## config.mk

```make
export PLATFORM = sky130hd
export DESIGN_NAME = indirect_addr
export DESIGN_NICKNAME = d
export VERILOG_FILES = /design/src/pkg/ida_pkg.sv /design/src/pkg/ptr_ctl_if.sv /design/src/hdl/ptr_unit.sv /design/src/hdl/addr_decode.sv /design/src/hdl/indirect_addr.sv
export VERILOG_INCLUDE_DIRS = /design/src /design/src/pkg
export SDC_FILE = /design/constraint.sdc
export NUM_CORES = 1
export LEC_CHECK = 0
export BUFFER_PORTS_ARGS = -buffer_cell sky130_fd_sc_hd__buf_2
export CORE_MARGIN = 8
export CORE_UTILIZATION = 45
export DETAILED_ROUTE_END_ITERATION = 16
export PLACE_DENSITY_LB_ADDON = 0.05
export SYNTH_ARGS = -nofsm -noshare
export SYNTH_HDL_FRONTEND = slang
export SYNTH_SLANG_ARGS = --single-unit
export TNS_END_PERCENT = 100
```

## constraint.sdc

```tcl
create_clock -name mclk -period 6.3 [get_ports mclk]
set_clock_uncertainty 0.15 [all_clocks]
set_input_delay 1.26 -clock mclk [delete_from_list [all_inputs] [get_ports mclk]]
set_output_delay 1.26 -clock mclk [all_outputs]
set_load 0.005 [all_outputs]
```

## src/pkg/ida_map.svh

```systemverilog
// constants for the indirect data addressing unit: widths, the map of
// pointer port and byte addresses, and reset values
// assumes a 12-bit data address space and an 8-bit data path
`ifndef IDA_MAP_SVH
`define IDA_MAP_SVH

`define IDA_ADDR_W 12
`define IDA_BYTE_W 8
`define IDA_NUM_PTR 3
// pointer n owns eight addresses starting at base + 8*n
`define IDA_BLK_BASE 12'hfd8
`define IDA_BLK_SHIFT 3
// offsets inside one pointer block
`define IDA_OFF_PLAIN 3'h0
`define IDA_OFF_POST_DECREMENT_PORT 3'h1
`define IDA_OFF_POST_INCREMENT_PORT 3'h2
`define IDA_OFF_PRE_INCREMENT_PORT 3'h3
`define IDA_OFF_INDEXED 3'h4
`define IDA_OFF_LOW 3'h5
`define IDA_OFF_HIGH 3'h6
// bit position where the high byte starts inside the pointer
`define IDA_HI_LSB 8
`define IDA_PTR_RST 12'h000

`endif

```

## src/pkg/ida_pkg.sv

```systemverilog
// types shared by the indirect data addressing unit
// assumes ida_map.svh is on the include path
`include "ida_map.svh"

package ida_pkg;

  typedef logic [`IDA_ADDR_W-1:0] ptr_t;
  typedef logic [`IDA_BYTE_W-1:0] byte_t;

  // order follows the block offsets 0..4
  typedef enum logic [2:0] {
    PK_PLAIN,
    PK_POST_DECREMENT_PORT,
    PK_POST_INCREMENT_PORT,
    PK_PRE_INCREMENT_PORT,
    PK_INDEXED
  } port_kind_t;

  typedef enum logic [1:0] {
    STEP_NONE,
    STEP_INC,
    STEP_DEC
  } step_t;

  typedef struct packed {
    logic is_port;
    logic is_byte;
    logic byte_hi;
    logic [1:0] idx;
    port_kind_t kind;
  } addr_class_t;

endpackage

```

## src/pkg/ptr_ctl_if.sv

```systemverilog
// control and value of one data pointer between the top and its unit
// assumes ida_pkg is compiled first
`timescale 1ns/10ps

interface ptr_ctl_if;
  import ida_pkg::*;

  step_t step;
  logic load_lo;
  logic load_hi;
  byte_t load_data;
  ptr_t value;

  modport ctl (output step, output load_lo, output load_hi,
               output load_data, input value);
  modport unit (input step, input load_lo, input load_hi,
                input load_data, output value);
endinterface

```

## src/hdl/ptr_unit.sv

```systemverilog
// one 12-bit data pointer with byte loads and automatic step
// assumes at most one of load_lo, load_hi, step is active per cycle
`timescale 1ns/10ps

module ptr_unit
  import ida_pkg::*;
(
  input wire logic mclk,
  input wire logic rst_b,
  ptr_ctl_if.unit ctl
);

  ptr_t val_reg;
  ptr_t val_next;

  // next pointer value: a byte load wins over any step
  always_comb begin
    val_next = val_reg;
    if (ctl.load_lo) begin
      val_next[`IDA_HI_LSB-1:0] = ctl.load_data;
    end else if (ctl.load_hi) begin
      // only the low nibble of the high byte exists
      val_next[`IDA_ADDR_W-1:`IDA_HI_LSB] =
        ctl.load_data[`IDA_ADDR_W-`IDA_HI_LSB-1:0];
    end else begin
      // RULE11 full-width step
      // RULE14 wraps modulo 4096
      unique case (ctl.step)
        STEP_INC: val_next = val_reg + ptr_t'(1);
        STEP_DEC: val_next = val_reg - ptr_t'(1);
        STEP_NONE: val_next = val_reg;
      endcase
    end
  end

  always_ff @(posedge mclk or negedge rst_b) begin
    if (!rst_b) begin
      val_reg <= `IDA_PTR_RST;
    end else begin
      val_reg <= val_next;
    end
  end

  assign ctl.value = val_reg;
endmodule

```

## src/hdl/addr_decode.sv

```systemverilog
// classifies a data address as a pointer port, a pointer byte, or memory
// assumes the pointer blocks are contiguous and 8-address aligned
`timescale 1ns/10ps

module addr_decode
  import ida_pkg::*;
#(
  parameter int NUM_PTR = `IDA_NUM_PTR
)
(
  input wire ptr_t addr,
  output addr_class_t cls
);

  ptr_t off;
  logic in_blk;
  logic [2:0] sub;

  // offset into the pointer blocks and its position inside one block
  always_comb begin
    off = addr - `IDA_BLK_BASE;
    in_blk = (addr >= `IDA_BLK_BASE) &&
             (off < ptr_t'(NUM_PTR << `IDA_BLK_SHIFT));
    sub = off[2:0];
    cls = '0;
    if (in_blk) begin
      cls.idx = off[4:3];
      cls.is_port = (sub <= `IDA_OFF_INDEXED);
      cls.is_byte = (sub == `IDA_OFF_LOW) || (sub == `IDA_OFF_HIGH);
      cls.byte_hi = (sub == `IDA_OFF_HIGH);
      // port kinds are declared in block-offset order
      cls.kind = (sub <= `IDA_OFF_INDEXED) ? port_kind_t'(sub) : PK_PLAIN;
    end
  end

endmodule

```

## src/hdl/indirect_addr.sv

```systemverilog
// indirect data addressing unit: three pointers, port decode, address
// generation and a two-stage access pipeline toward data memory
// assumes the core offers at most one access per cycle and that data
// memory returns mem_rdata in the same cycle as mem_en
//
// Summary of operation
// RULE1: three independent 12-bit pointers, each read and written as two bytes
// RULE2: each pointer reaches the full 4096-byte data space
// RULE3: plain port operand accesses memory at the pointer's address instead
// RULE4: indirect read landing on any port returns zero and sets zero flag
// RULE5: indirect write landing on any port is a no-op, flags unchanged
// RULE6: five ports per pointer select none, post_decrement_port, post_increment_port, pre_increment_port, indexed
// RULE7: post-increment uses current pointer, then adds one
// RULE8: post-decrement uses current pointer, then subtracts one
// RULE9: pre-increment adds one first, then uses the new value
// RULE10: indexed uses pointer plus signed working register, changes nothing
// RULE11: step covers all 12 bits, low byte carry reaches high byte
// RULE12: pointer steps never touch any status flag
// RULE13: indirect write to a pointer byte stores data, suppresses step
// RULE14: steps and indexed sum wrap modulo 4096
`timescale 1ns/10ps

module indirect_addr
  import ida_pkg::*;
#(
  parameter int NUM_PTR = `IDA_NUM_PTR
)
(
  input wire logic mclk,
  input wire logic rst_b,
  input wire logic req_valid,
  input wire ptr_t req_addr,
  input wire logic req_write,
  input wire byte_t req_wdata,
  input wire byte_t working_reg,
  input wire byte_t mem_rdata,
  output logic mem_en,
  output logic mem_we,
  output ptr_t mem_addr,
  output byte_t mem_wdata,
  output logic rsp_valid,
  output byte_t rsp_data,
  output logic rsp_zero,
  output logic rsp_nop
);

  ptr_ctl_if pc[NUM_PTR] ();

  ptr_t ptr_q [NUM_PTR];
  step_t ptr_step [NUM_PTR];
  logic ptr_ld_lo [NUM_PTR];
  logic ptr_ld_hi [NUM_PTR];

  addr_class_t op_cls;
  addr_class_t ea_cls;
  ptr_t sel_ptr;
  ptr_t w_ext;
  ptr_t ea;
  step_t op_step;
  logic self_ref;
  logic byte_hit;
  logic mem_hit;
  byte_t byte_val;

  logic mem_en_reg, mem_en_next;
  logic mem_we_reg, mem_we_next;
  ptr_t mem_addr_reg, mem_addr_next;
  byte_t mem_wdata_reg, mem_wdata_next;
  logic s1_valid_reg, s1_valid_next;
  byte_t s1_ldata_reg, s1_ldata_next;
  logic s1_zero_reg, s1_zero_next;
  logic s1_nop_reg, s1_nop_next;
  logic rsp_valid_reg, rsp_valid_next;
  byte_t rsp_data_reg, rsp_data_next;
  logic rsp_zero_reg, rsp_zero_next;
  logic rsp_nop_reg, rsp_nop_next;

  // RULE1 one pointer unit each
  for (genvar i = 0; i < NUM_PTR; i++) begin : g_ptr
    assign pc[i].step = ptr_step[i];
    assign pc[i].load_lo = ptr_ld_lo[i];
    assign pc[i].load_hi = ptr_ld_hi[i];
    assign pc[i].load_data = req_wdata;
    assign ptr_q[i] = pc[i].value;
    ptr_unit u_ptr (
      .mclk(mclk),
      .rst_b(rst_b),
      .ctl(pc[i].unit)
    );
  end

  // classify the operand as given by the instruction
  addr_decode #(.NUM_PTR(NUM_PTR)) u_dec_op (
    .addr(req_addr),
    .cls(op_cls)
  );

  // classify the address that the access finally lands on
  addr_decode #(.NUM_PTR(NUM_PTR)) u_dec_ea (
    .addr(ea),
    .cls(ea_cls)
  );

  // the pointer is read before its own step lands, so post-steps need no
  // bypass; a back-to-back request sees the stepped value one edge later
  // effective address: a port operand is replaced by its pointer
  always_comb begin
    sel_ptr = ptr_q[op_cls.idx];
    w_ext = {{(`IDA_ADDR_W-`IDA_BYTE_W){working_reg[`IDA_BYTE_W-1]}},
             working_reg};
    ea = req_addr;
    op_step = STEP_NONE;
    // RULE3 port is not a register
    if (op_cls.is_port) begin
      // RULE6 port picks the update
      unique case (op_cls.kind)
        PK_PLAIN: ea = sel_ptr;
        // RULE8 address then decrement
        PK_POST_DECREMENT_PORT: begin
          ea = sel_ptr;
          op_step = STEP_DEC;
        end
        // RULE7 address then increment
        PK_POST_INCREMENT_PORT: begin
          ea = sel_ptr;
          op_step = STEP_INC;
        end
        // RULE9 increment then address
        PK_PRE_INCREMENT_PORT: begin
          ea = sel_ptr + ptr_t'(1);
          op_step = STEP_INC;
        end
        // RULE10 signed offset, no step
        // RULE14 sum wraps at 12 bits
        PK_INDEXED: ea = sel_ptr + w_ext;
      endcase
    end
  end

  // request handling and the two pipeline stages
  always_comb begin
    self_ref = req_valid && op_cls.is_port && ea_cls.is_port;
    byte_hit = req_valid && ea_cls.is_byte;
    mem_hit = req_valid && !ea_cls.is_port && !ea_cls.is_byte;
    // upper nibble of the high byte reads as zero
    byte_val = ea_cls.byte_hi ?
      byte_t'(ptr_q[ea_cls.idx][`IDA_ADDR_W-1:`IDA_HI_LSB]) :
      ptr_q[ea_cls.idx][`IDA_HI_LSB-1:0];
    for (int k = 0; k < NUM_PTR; k++) begin
      // RULE13 byte write kills the step
      // RULE12 steps drive no flag
      ptr_step[k] = (req_valid && op_cls.is_port && op_cls.idx == 2'(k) &&
                     !(req_write && ea_cls.is_byte)) ? op_step : STEP_NONE;
      // RULE13 data goes to the byte
      ptr_ld_lo[k] = byte_hit && req_write && !ea_cls.byte_hi &&
                     ea_cls.idx == 2'(k);
      ptr_ld_hi[k] = byte_hit && req_write && ea_cls.byte_hi &&
                     ea_cls.idx == 2'(k);
    end
    // RULE2 full 12-bit memory address
    mem_en_next = mem_hit;
    mem_we_next = mem_hit && req_write;
    mem_addr_next = ea;
    mem_wdata_next = req_wdata;
    s1_valid_next = req_valid;
    s1_ldata_next = (byte_hit && !req_write) ? byte_val : '0;
    // RULE4 self read gives zero
    s1_zero_next = self_ref && !req_write;
    // RULE5 self write does nothing
    s1_nop_next = self_ref && req_write;
    rsp_valid_next = s1_valid_reg;
    rsp_data_next = (mem_en_reg && !mem_we_reg) ? mem_rdata : s1_ldata_reg;
    rsp_zero_next = s1_zero_reg;
    rsp_nop_next = s1_nop_reg;
  end

  // registers only; the answer follows the request by two edges
  always_ff @(posedge mclk or negedge rst_b) begin
    if (!rst_b) begin
      mem_en_reg <= 1'b0;
      mem_we_reg <= 1'b0;
      mem_addr_reg <= '0;
      mem_wdata_reg <= '0;
      s1_valid_reg <= 1'b0;
      s1_ldata_reg <= '0;
      s1_zero_reg <= 1'b0;
      s1_nop_reg <= 1'b0;
      rsp_valid_reg <= 1'b0;
      rsp_data_reg <= '0;
      rsp_zero_reg <= 1'b0;
      rsp_nop_reg <= 1'b0;
    end else begin
      mem_en_reg <= mem_en_next;
      mem_we_reg <= mem_we_next;
      mem_addr_reg <= mem_addr_next;
      mem_wdata_reg <= mem_wdata_next;
      s1_valid_reg <= s1_valid_next;
      s1_ldata_reg <= s1_ldata_next;
      s1_zero_reg <= s1_zero_next;
      s1_nop_reg <= s1_nop_next;
      rsp_valid_reg <= rsp_valid_next;
      rsp_data_reg <= rsp_data_next;
      rsp_zero_reg <= rsp_zero_next;
      rsp_nop_reg <= rsp_nop_next;
    end
  end

  assign mem_en = mem_en_reg;
  assign mem_we = mem_we_reg;
  assign mem_addr = mem_addr_reg;
  assign mem_wdata = mem_wdata_reg;
  assign rsp_valid = rsp_valid_reg;
  assign rsp_data = rsp_data_reg;
  assign rsp_zero = rsp_zero_reg;
  assign rsp_nop = rsp_nop_reg;

  // RULE6 no port, no move
  for (genvar j = 0; j < NUM_PTR; j++) begin : g_chk

  end
endmodule

```

## After elaboration in Yosys (flattened, before gate mapping)

Index checks and enable logic that the tools add are counted.

- $add $sub $neg: 10
- Multipliers: 0
- Divide/modulo/power cells: 0
- Magnitude comparators: 8
- Equality and inequality tests: 27
- Shifts and indexed selects: 0
- Mux-type cells: 32
- Bitwise gates (word level): 5
- Reductions and logical operators: 50

Operators by type and width:

| kind | number |
|---|---|
| 8-bit two-way mux | 11 |
| 12-bit one-hot mux with 2 select lines | 3 |
| 12-bit two-way mux | 5 |
| 12-bit by 1-bit adder with 12-bit output, second input constant | 4 |
| 12-bit binary-select mux with 2-bit select | 2 |
| 12-bit one-hot mux with 3 select lines | 1 |
| 12-bit by 1-bit subtractor with 12-bit output, second input constant | 3 |
| 1-bit logical AND | 28 |
| 12-bit greater-or-equal comparator, second input constant | 2 |
| 12-bit by 5-bit < comparator with 1-bit output, second input constant | 2 |
| 12-bit subtractor, second input constant | 2 |
| 2-bit by 1-bit inequality test with 1-bit output, second input constant | 9 |
| 3-bit equality test, second input constant | 5 |
| 12-bit adder | 1 |
| 4-bit two-way mux | 3 |
| 2-bit AND reduction | 6 |
| 2-bit by 1-bit equality test with 1-bit output, second input constant | 5 |
| 2-bit equality test, second input constant | 5 |
| 2-bit zero test | 5 |
| 2-bit two-way mux | 4 |
| 3-bit by 2-bit equality test with 1-bit output, second input constant | 2 |
| 3-bit greater-or-equal comparator, second input constant | 2 |
| 3-bit <= comparator, second input constant | 2 |
| 1-bit zero test | 6 |
| other kinds (9) | 14 |

- Bits in registers: 80
- Bits in latches: 0
- Bits in writable memories: 0
- Bits in read-only memories: 0
- Input port bits: 40
- Output and inout bits: 33
- Logic and storage cells: 150
- Memories kept: 0

## Logic depth before layout (Yosys ltp)

- Depth in word-level cells: 23
- Depth in mapped cells: 36
- Depth with buffers taken out: 32

## Hierarchy

From an unflattened synthesis, not the netlist that was laid out.

- Cells, all modules: 689
- Area total of the unflattened synthesis: 5962.0 µm²

By module, submodules not included:

| module | times used | cells an instance | area each (µm²) | seq. area each (µm²) |
|---|---|---|---|---|
| indirect_addr | 1 | 301 | 2837.7 | 1101.1 |
| ptr_unit | 3 | 116 | 934.6 | 300.3 |
| addr_decode | 2 | 20 | 160.2 | 0.0 |

## Worst setup path before layout

OpenSTA, ideal clock, no wires.

- Path kind: in2reg
- Start: in req_addr[3]
- End: reg g_ptr[2].u_ptr.val_reg[11]
- Library setup time: 0.125 ns
- Arrival: 8.571 ns
- Data required time: 6.025 ns
- Setup slack: -2.546 ns
- Cell stages on the path: 33
- Buffers on the path: 3
- Cells stage by stage: ha_1 buf_2 nand2b_1 a32o_1 nand2_1 nor4_1 and2_1 ha_1 a211oi_1 nor2_1 xor2_1 a22oi_1 and2_1 clkbuf_1 clkinv_1 ha_1 a31oi_1 a22oi_1 and3b_1 buf_2 and3_1 nor4_1 ha_1 a21o_1 a21oi_1 o21ai_0 nand2_1 o2111ai_1 o211ai_1 xnor2_1 a311oi_1 xor2_1 mux2_2

- Word-level cells in the longest chain between the ends: 22
- Elaborated cells between the ends (all ways): 53
- Those cells by class: 4 x add/sub; 4 x order compare; 11 x eq/ne; 12 x mux; 2 x bitwise; 20 x reduce/logical

Ends and longest elaborated chain:

| item | RTL line | text |
|---|---|---|
| start: declaration | indirect_addr.sv:32 | `input wire ptr_t req_addr,` |
| 12-bit subtractor (no line) | n/a |  |
| 12-bit by 5-bit < comparator with 1-bit output | addr_decode.sv:23 | `` (off < ptr_t'(NUM_PTR << `IDA_BLK_SHIFT)); `` |
| 1-bit logical AND | addr_decode.sv:22 | `` in_blk = (addr >= `IDA_BLK_BASE) && `` |
| 8-bit two-way mux | addr_decode.sv:26 | `if (in_blk) begin` |
| 2-bit NOT with 3-bit output (implied by the code) | indirect_addr.sv:108 | `sel_ptr = ptr_q[op_cls.idx];` |
| 12-bit binary-select mux with 2-bit select | indirect_addr.sv:108 |  |
| 12-bit two-way mux (implied by the code) (2 in series) | indirect_addr.sv:108 |  |
| 12-bit adder or 12-bit by 1-bit adder with 12-bit output (tied branches) | indirect_addr.sv:135, indirect_addr.sv:130 |  |
| [... 2 more ...] | n/a |  |
| named net ea[3] | indirect_addr.sv:58 | `ptr_t ea;` |
| [... 3 more ...] | n/a |  |
| 8-bit two-way mux * | addr_decode.sv:26 |  |
| 1-bit logical AND | indirect_addr.sv:153 | `!(req_write && ea_cls.is_byte)) ? op_step : STEP_NONE;` |
| 1-bit zero test | indirect_addr.sv:153 |  |
| 1-bit logical AND | indirect_addr.sv:152 | `ptr_step[k] = (req_valid && op_cls.is_port && op_cls.idx == 2'(k) &&` |
| 2-bit two-way mux | indirect_addr.sv:153 |  |
| 2-bit equality test, or another cell as far along | ptr_unit.sv:28 | `unique case (ctl.step)` |
| 12-bit one-hot mux with 2 select lines or 2-bit by 1-bit inequality test with 1-bit output (tied branches) | n/a |  |
| 4-bit two-way mux or 2-bit AND reduction (tied branches) | n/a |  |
| end signal: assignment | ptr_unit.sv:38 | `` val_reg <= `IDA_PTR_RST; `` |
| end signal: assignment | ptr_unit.sv:40 | `val_reg <= val_next;` |
| end: declaration | ptr_unit.sv:13 | `ptr_t val_reg;` |

Mark *: on every way through the listed nets, which the timed path passes. The rest lies on a longest branch. The select of a mux whose other input is x is not followed.
A chain may end at the register's enable or synchronous reset.

## Final worst setup path

- Start: in req_addr[3]
- End: reg g_ptr[1].u_ptr.val_reg[11]

- Word-level cells in the longest chain between the ends: 22
- Elaborated cells between the ends (all ways): 53
- Those cells by class: 4 x add/sub; 4 x order compare; 11 x eq/ne; 12 x mux; 2 x bitwise; 20 x reduce/logical

Ends and longest elaborated chain:

| item | RTL line |
|---|---|
| 12-bit subtractor (no line) | n/a |
| 12-bit by 5-bit < comparator with 1-bit output | addr_decode.sv:23 |
| 1-bit logical AND | addr_decode.sv:22 |
| 8-bit two-way mux * | addr_decode.sv:26 |
| 2-bit NOT with 3-bit output (implied by the code) | indirect_addr.sv:108 |
| 12-bit binary-select mux with 2-bit select | indirect_addr.sv:108 |
| 12-bit two-way mux (implied by the code) (2 in series) | indirect_addr.sv:108 |
| 12-bit adder or 12-bit by 1-bit adder with 12-bit output (tied branches) | indirect_addr.sv:135, indirect_addr.sv:130 |
| [... 2 more ...] | n/a |
| named net ea[4] | indirect_addr.sv:58 |
| [... 3 more ...] | n/a |
| 8-bit two-way mux * | addr_decode.sv:26 |
| 1-bit logical AND | indirect_addr.sv:153 |
| 1-bit zero test | indirect_addr.sv:153 |
| 1-bit logical AND | indirect_addr.sv:152 |
| 2-bit two-way mux | indirect_addr.sv:153 |
| 2-bit equality test, or another cell as far along | ptr_unit.sv:28 |
| 12-bit one-hot mux with 2 select lines or 2-bit by 1-bit inequality test with 1-bit output (tied branches) | n/a |
| 4-bit two-way mux or 2-bit AND reduction (tied branches) | n/a |
| end signal: assignment | ptr_unit.sv:38 |
| end signal: assignment | ptr_unit.sv:40 |
| end: declaration | ptr_unit.sv:13 |

Marked as above.

==> impl_metrics.yaml <==
synth:
  synth_area_um2: 6300
  synth-xor-area-share_pct: 5.00
  synth-edff-count: 0
  synth-seq-cells: 80
  synth_adder_area_share_pct: 9.80
  yosys.area_share.simple_pct: 17.5
  synthFlopType: "dfrtp_1"
  yosysUniqueCellTypes: 70
  synth_compound_area_share_pct: 18.0
  syn-instance-count: 673
  synth.mux.area_fraction_pct: 13.9
  ys_seq_area_share_pct: 31.8
  syn_avg_cell_area_um2: 9.37
  syn_nets: 760
  synth_top_family_by_area: "compound AO/OA/AOI/OAI gates"
  ys.warnings.count: 0
  postSynth.asyncResetShare_pct: 100
cells_and_area:
  largest_register_ffs: 36
  nFillCells: 1017
  final_common_cell: "buf_4"
  drive_gt1_share_pct: 55.4
  fin_cells: 1151
  areaGrowthSynthToFinish_pct: 60.7
  layout.cells.most_common_list: "204 x buf_4, 80 x dfrtp_1, 65 x buf_2, 51 x mux2_4, 41 x nand2_1"
  seq_area_um2: 2000
  multi_input_area_um2: 5100
  diodes: 0
  nNetsFinal: 1053
die:
  die_area_um2: 18100
  io_pins: 73
  rows: 43
  coreArea_um2: 13800
  die_x_um: 134
  die_h_um: 134
  start_util_pct: 45.8
power:
  swShare_pct: 26.0
  switching_power_w: 0.000345
  combPwrFrac_pct: 17.0
  p_clk_share_pct: 42.8
  irDropWorstVdd_mv: 0.176
  internal_power_w: 0.000981
  powerDensity_nw_per_um2: 131
  seqPwrFrac_pct: 40.2
  power_leakage_nw: 4.83
  total_power_w: 0.00133
drt:
  wl_mm: 25.5
  drtAntennaViolNets: 0
  drc: 0
  viasPerCell: 5.89
  first_pass_iters: 7
  drt_iter0_drc: 626
  wire_per_inst_um: 22.1
  num_vias: 6777
worst_setup_path:
  critPathMostFrequentCell: "ha_4"
  slowest_delay_ns: 0.47
  path_max_fanout: 6
  cp.arrival_ns: 7.18
  end_kind: "flip-flop"
  critPathKind: "primary input to flip-flop"
  cp.required_ns: 6.39
  worstRegToRegCells: 29
  start_kind: "primary input"
  cp_slowest_cell: "or4_4"
clock_tree:
  h-tree-depth: 3
  clk_latency_ns: 0.35
  cts.path.max_buffers: 2
  path_clk_slew_ns: 0.07
  cts-buffers-inserted: 9
  root_buffer: "clkbuf_16"
  cts_tree: "done"
  postCtsHoldBufs: 0
  cts_sinks: 80
timing:
  max-slew-margin-rel_pct: 56.1
  fmax_mhz: 141
  hold_viol_final: 0
  setup_violations: 30
  worst_pin_slew_ns: 0.659
  rsz0062_at_grt: "true"
  setup_ws_ns: -0.789
  min_period_ns: 7.09
  fin_crit_sh_pct: 113
  final_max_slew_viol_count: 0
  holdWs_ns: 0.198
worst_hold_path:
  min_path_cells: 0
  hold_class: "flip-flop to flip-flop"
grt:
  grt_pass1_wl_mm: 38.1
  grt_pass1_vias: 6917
  grt_use_total_pct: 27.1
  grt_overflow_total: 0
  antenna_found_initial: 0
  grt_max_degree: 53
flow_run:
  cap_violations: 0
run_status:
  status: "finished with violations"
  violations: "negative setup slack"
placement:
  placement.io_buffers: 72
  gp_congestion: 1.00
  dp_hpwl_mm: 18.6
  placed_cells: 1077
==> synthesized netlist by cell type (4+ instances only) <==
library cell   n  area share (%)
a21o_1         6            0.71
and3_1         6            0.60
nand4_1        7            0.69
o21a_1         9             1.1
nand3_1       20             1.6
dfrtp_1       80              32
buf_2          8            0.64
nor2_1        36             2.1
nor4_1         4            0.40
mux2_2        40             7.1
mux2i_1        9             1.4
o211ai_1       7            0.83
a221oi_1       4            0.56
xnor2_1       23             3.2
nand2_1       46             2.7
or2_2          4            0.40
mux2_1        30             5.4
o22ai_1        4            0.40
ha_1          43             8.5
nor3_1        21             1.7
fa_1           4             1.3
nor3b_1        6            0.71
inv_1         41             2.4
or4_1          8            0.95
o2111ai_1      5            0.69
clkbuf_1      14            0.83
a22o_1         5            0.69
nand2b_1       8            0.79
a21oi_1       32             2.5
a311oi_1       4            0.56
and2_1        10            0.99
a222oi_1       5            0.79
xor2_1        13             1.8
nor2b_1        5            0.50
o21ai_0       23             1.8
a211oi_1      10             1.2
a31oi_1       16             1.6
or3_1          8            0.79
==> repair_timing <==
action	in CTS	in global routing
gates cloned	1	0
pin swaps	63	56
setup endpoints to repair	33	34
resized for setup	133	49
setup buffers	49	20
==> routing by layer <==
| layer | global-route usage [%] | wire length, um | vias up |
|---|---|---|---|
| met4 | 9.61 | 785 | 0 |
| met5 | 0 | 0 | - |
| met2 | 45.5 | 12400 | 295 |
| li1 | - | - | 3099 |
| met1 | 34.0 | 10400 | 3328 |
| met3 | 5.01 | 1790 | 55 |
==> per-stage QoR <==
stage / area, um^2 / utilization (%) / setup TNS, ns / setup WS, ns
6_report: 10100 / 73.6 / -14.70 / -0.789
3_3_place_gp: 8510 / 61.8 / -29.99 / -1.26
2_1_floorplan: 6700 / - / -18.65 / -1.02
4_1_cts: 9800 / 71.1 / -13.37 / -0.795
3_5_place_dp: 8510 / 61.8 / -32.42 / -1.36
5_1_grt: 10100 / 73.6 / -21.24 / -1.06
==> power by group through the flow <==
| stage | Sequential [W] | Clock [W] | Combinational [W] |
|---|---|---|---|
| 2_1_floorplan | 0.000543 | 0 | 0.0000867 |
| 3_3_place_gp | 0.000542 | 0 | 0.000187 |
| 3_5_place_dp | 0.000542 | 0 | 0.000191 |
| 4_1_cts | 0.000533 | 0.000571 | 0.000211 |
| 5_1_grt | 0.000534 | 0.000592 | 0.000242 |
| 6_report | 0.000533 | 0.000568 | 0.000225 |
==> critical path, delay by kind of cell <==
kind / cells / cell delay [ns]
and+or+nand+nor: 10 / 2.20
buffers and inverters: 4 / 0.58
xor gates and xnor gates: 2 / 0.24
adders and majority gates: 4 / 1.10
AOI/OAI and AO/OA: 10 / 1.50
muxes: 1 / 0.26
==> cell families (layout without fill, tap and decap cells) <==
family | count (synthesis) | count (layout)
xor gates and xnor gates | 36 | 36
buffers and inverters | 65 | 363
and+or+nand+nor | 204 | 204
DFF | 80 | 80
AOI/OAI and AO/OA | 162 | 162
muxes | 79 | 79
adders and majority gates | 47 | 47
==> final timing paths <==
path,from,to,slack [ns]
min in group asynchronous,rst_b,mem_addr[10],0.71
worst max register to register,g_ptr[1].u_ptr.ctl.value[0],g_ptr[1].u_ptr.ctl.value[11],0.41
worst min-delay path,rsp_nop_next,rsp_nop,0.20
worst max-delay path,req_addr[3],g_ptr[1].u_ptr.ctl.value[11],-0.79
max in group asynchronous,rst_b,rsp_valid_next,4.27
worst min register to register,rsp_nop_next,rsp_nop,0.20
==> final cells by class <==
cell class | count | share of cell area [%]
Inverter | 42 | 1.83
Clock buffer | 10 | 2.26
Timing Repair Buffer | 304 | 22.5
Tap cell | 180 | 2.22
Sequential cell | 80 | 19.8
Clock inverter | 6 | 0.914
Timing Repair inverter | 1 | 0.111
Multi-Input combinational cell | 528 | 50.4
Note: power is estimated with default switching activity, not from simulation.
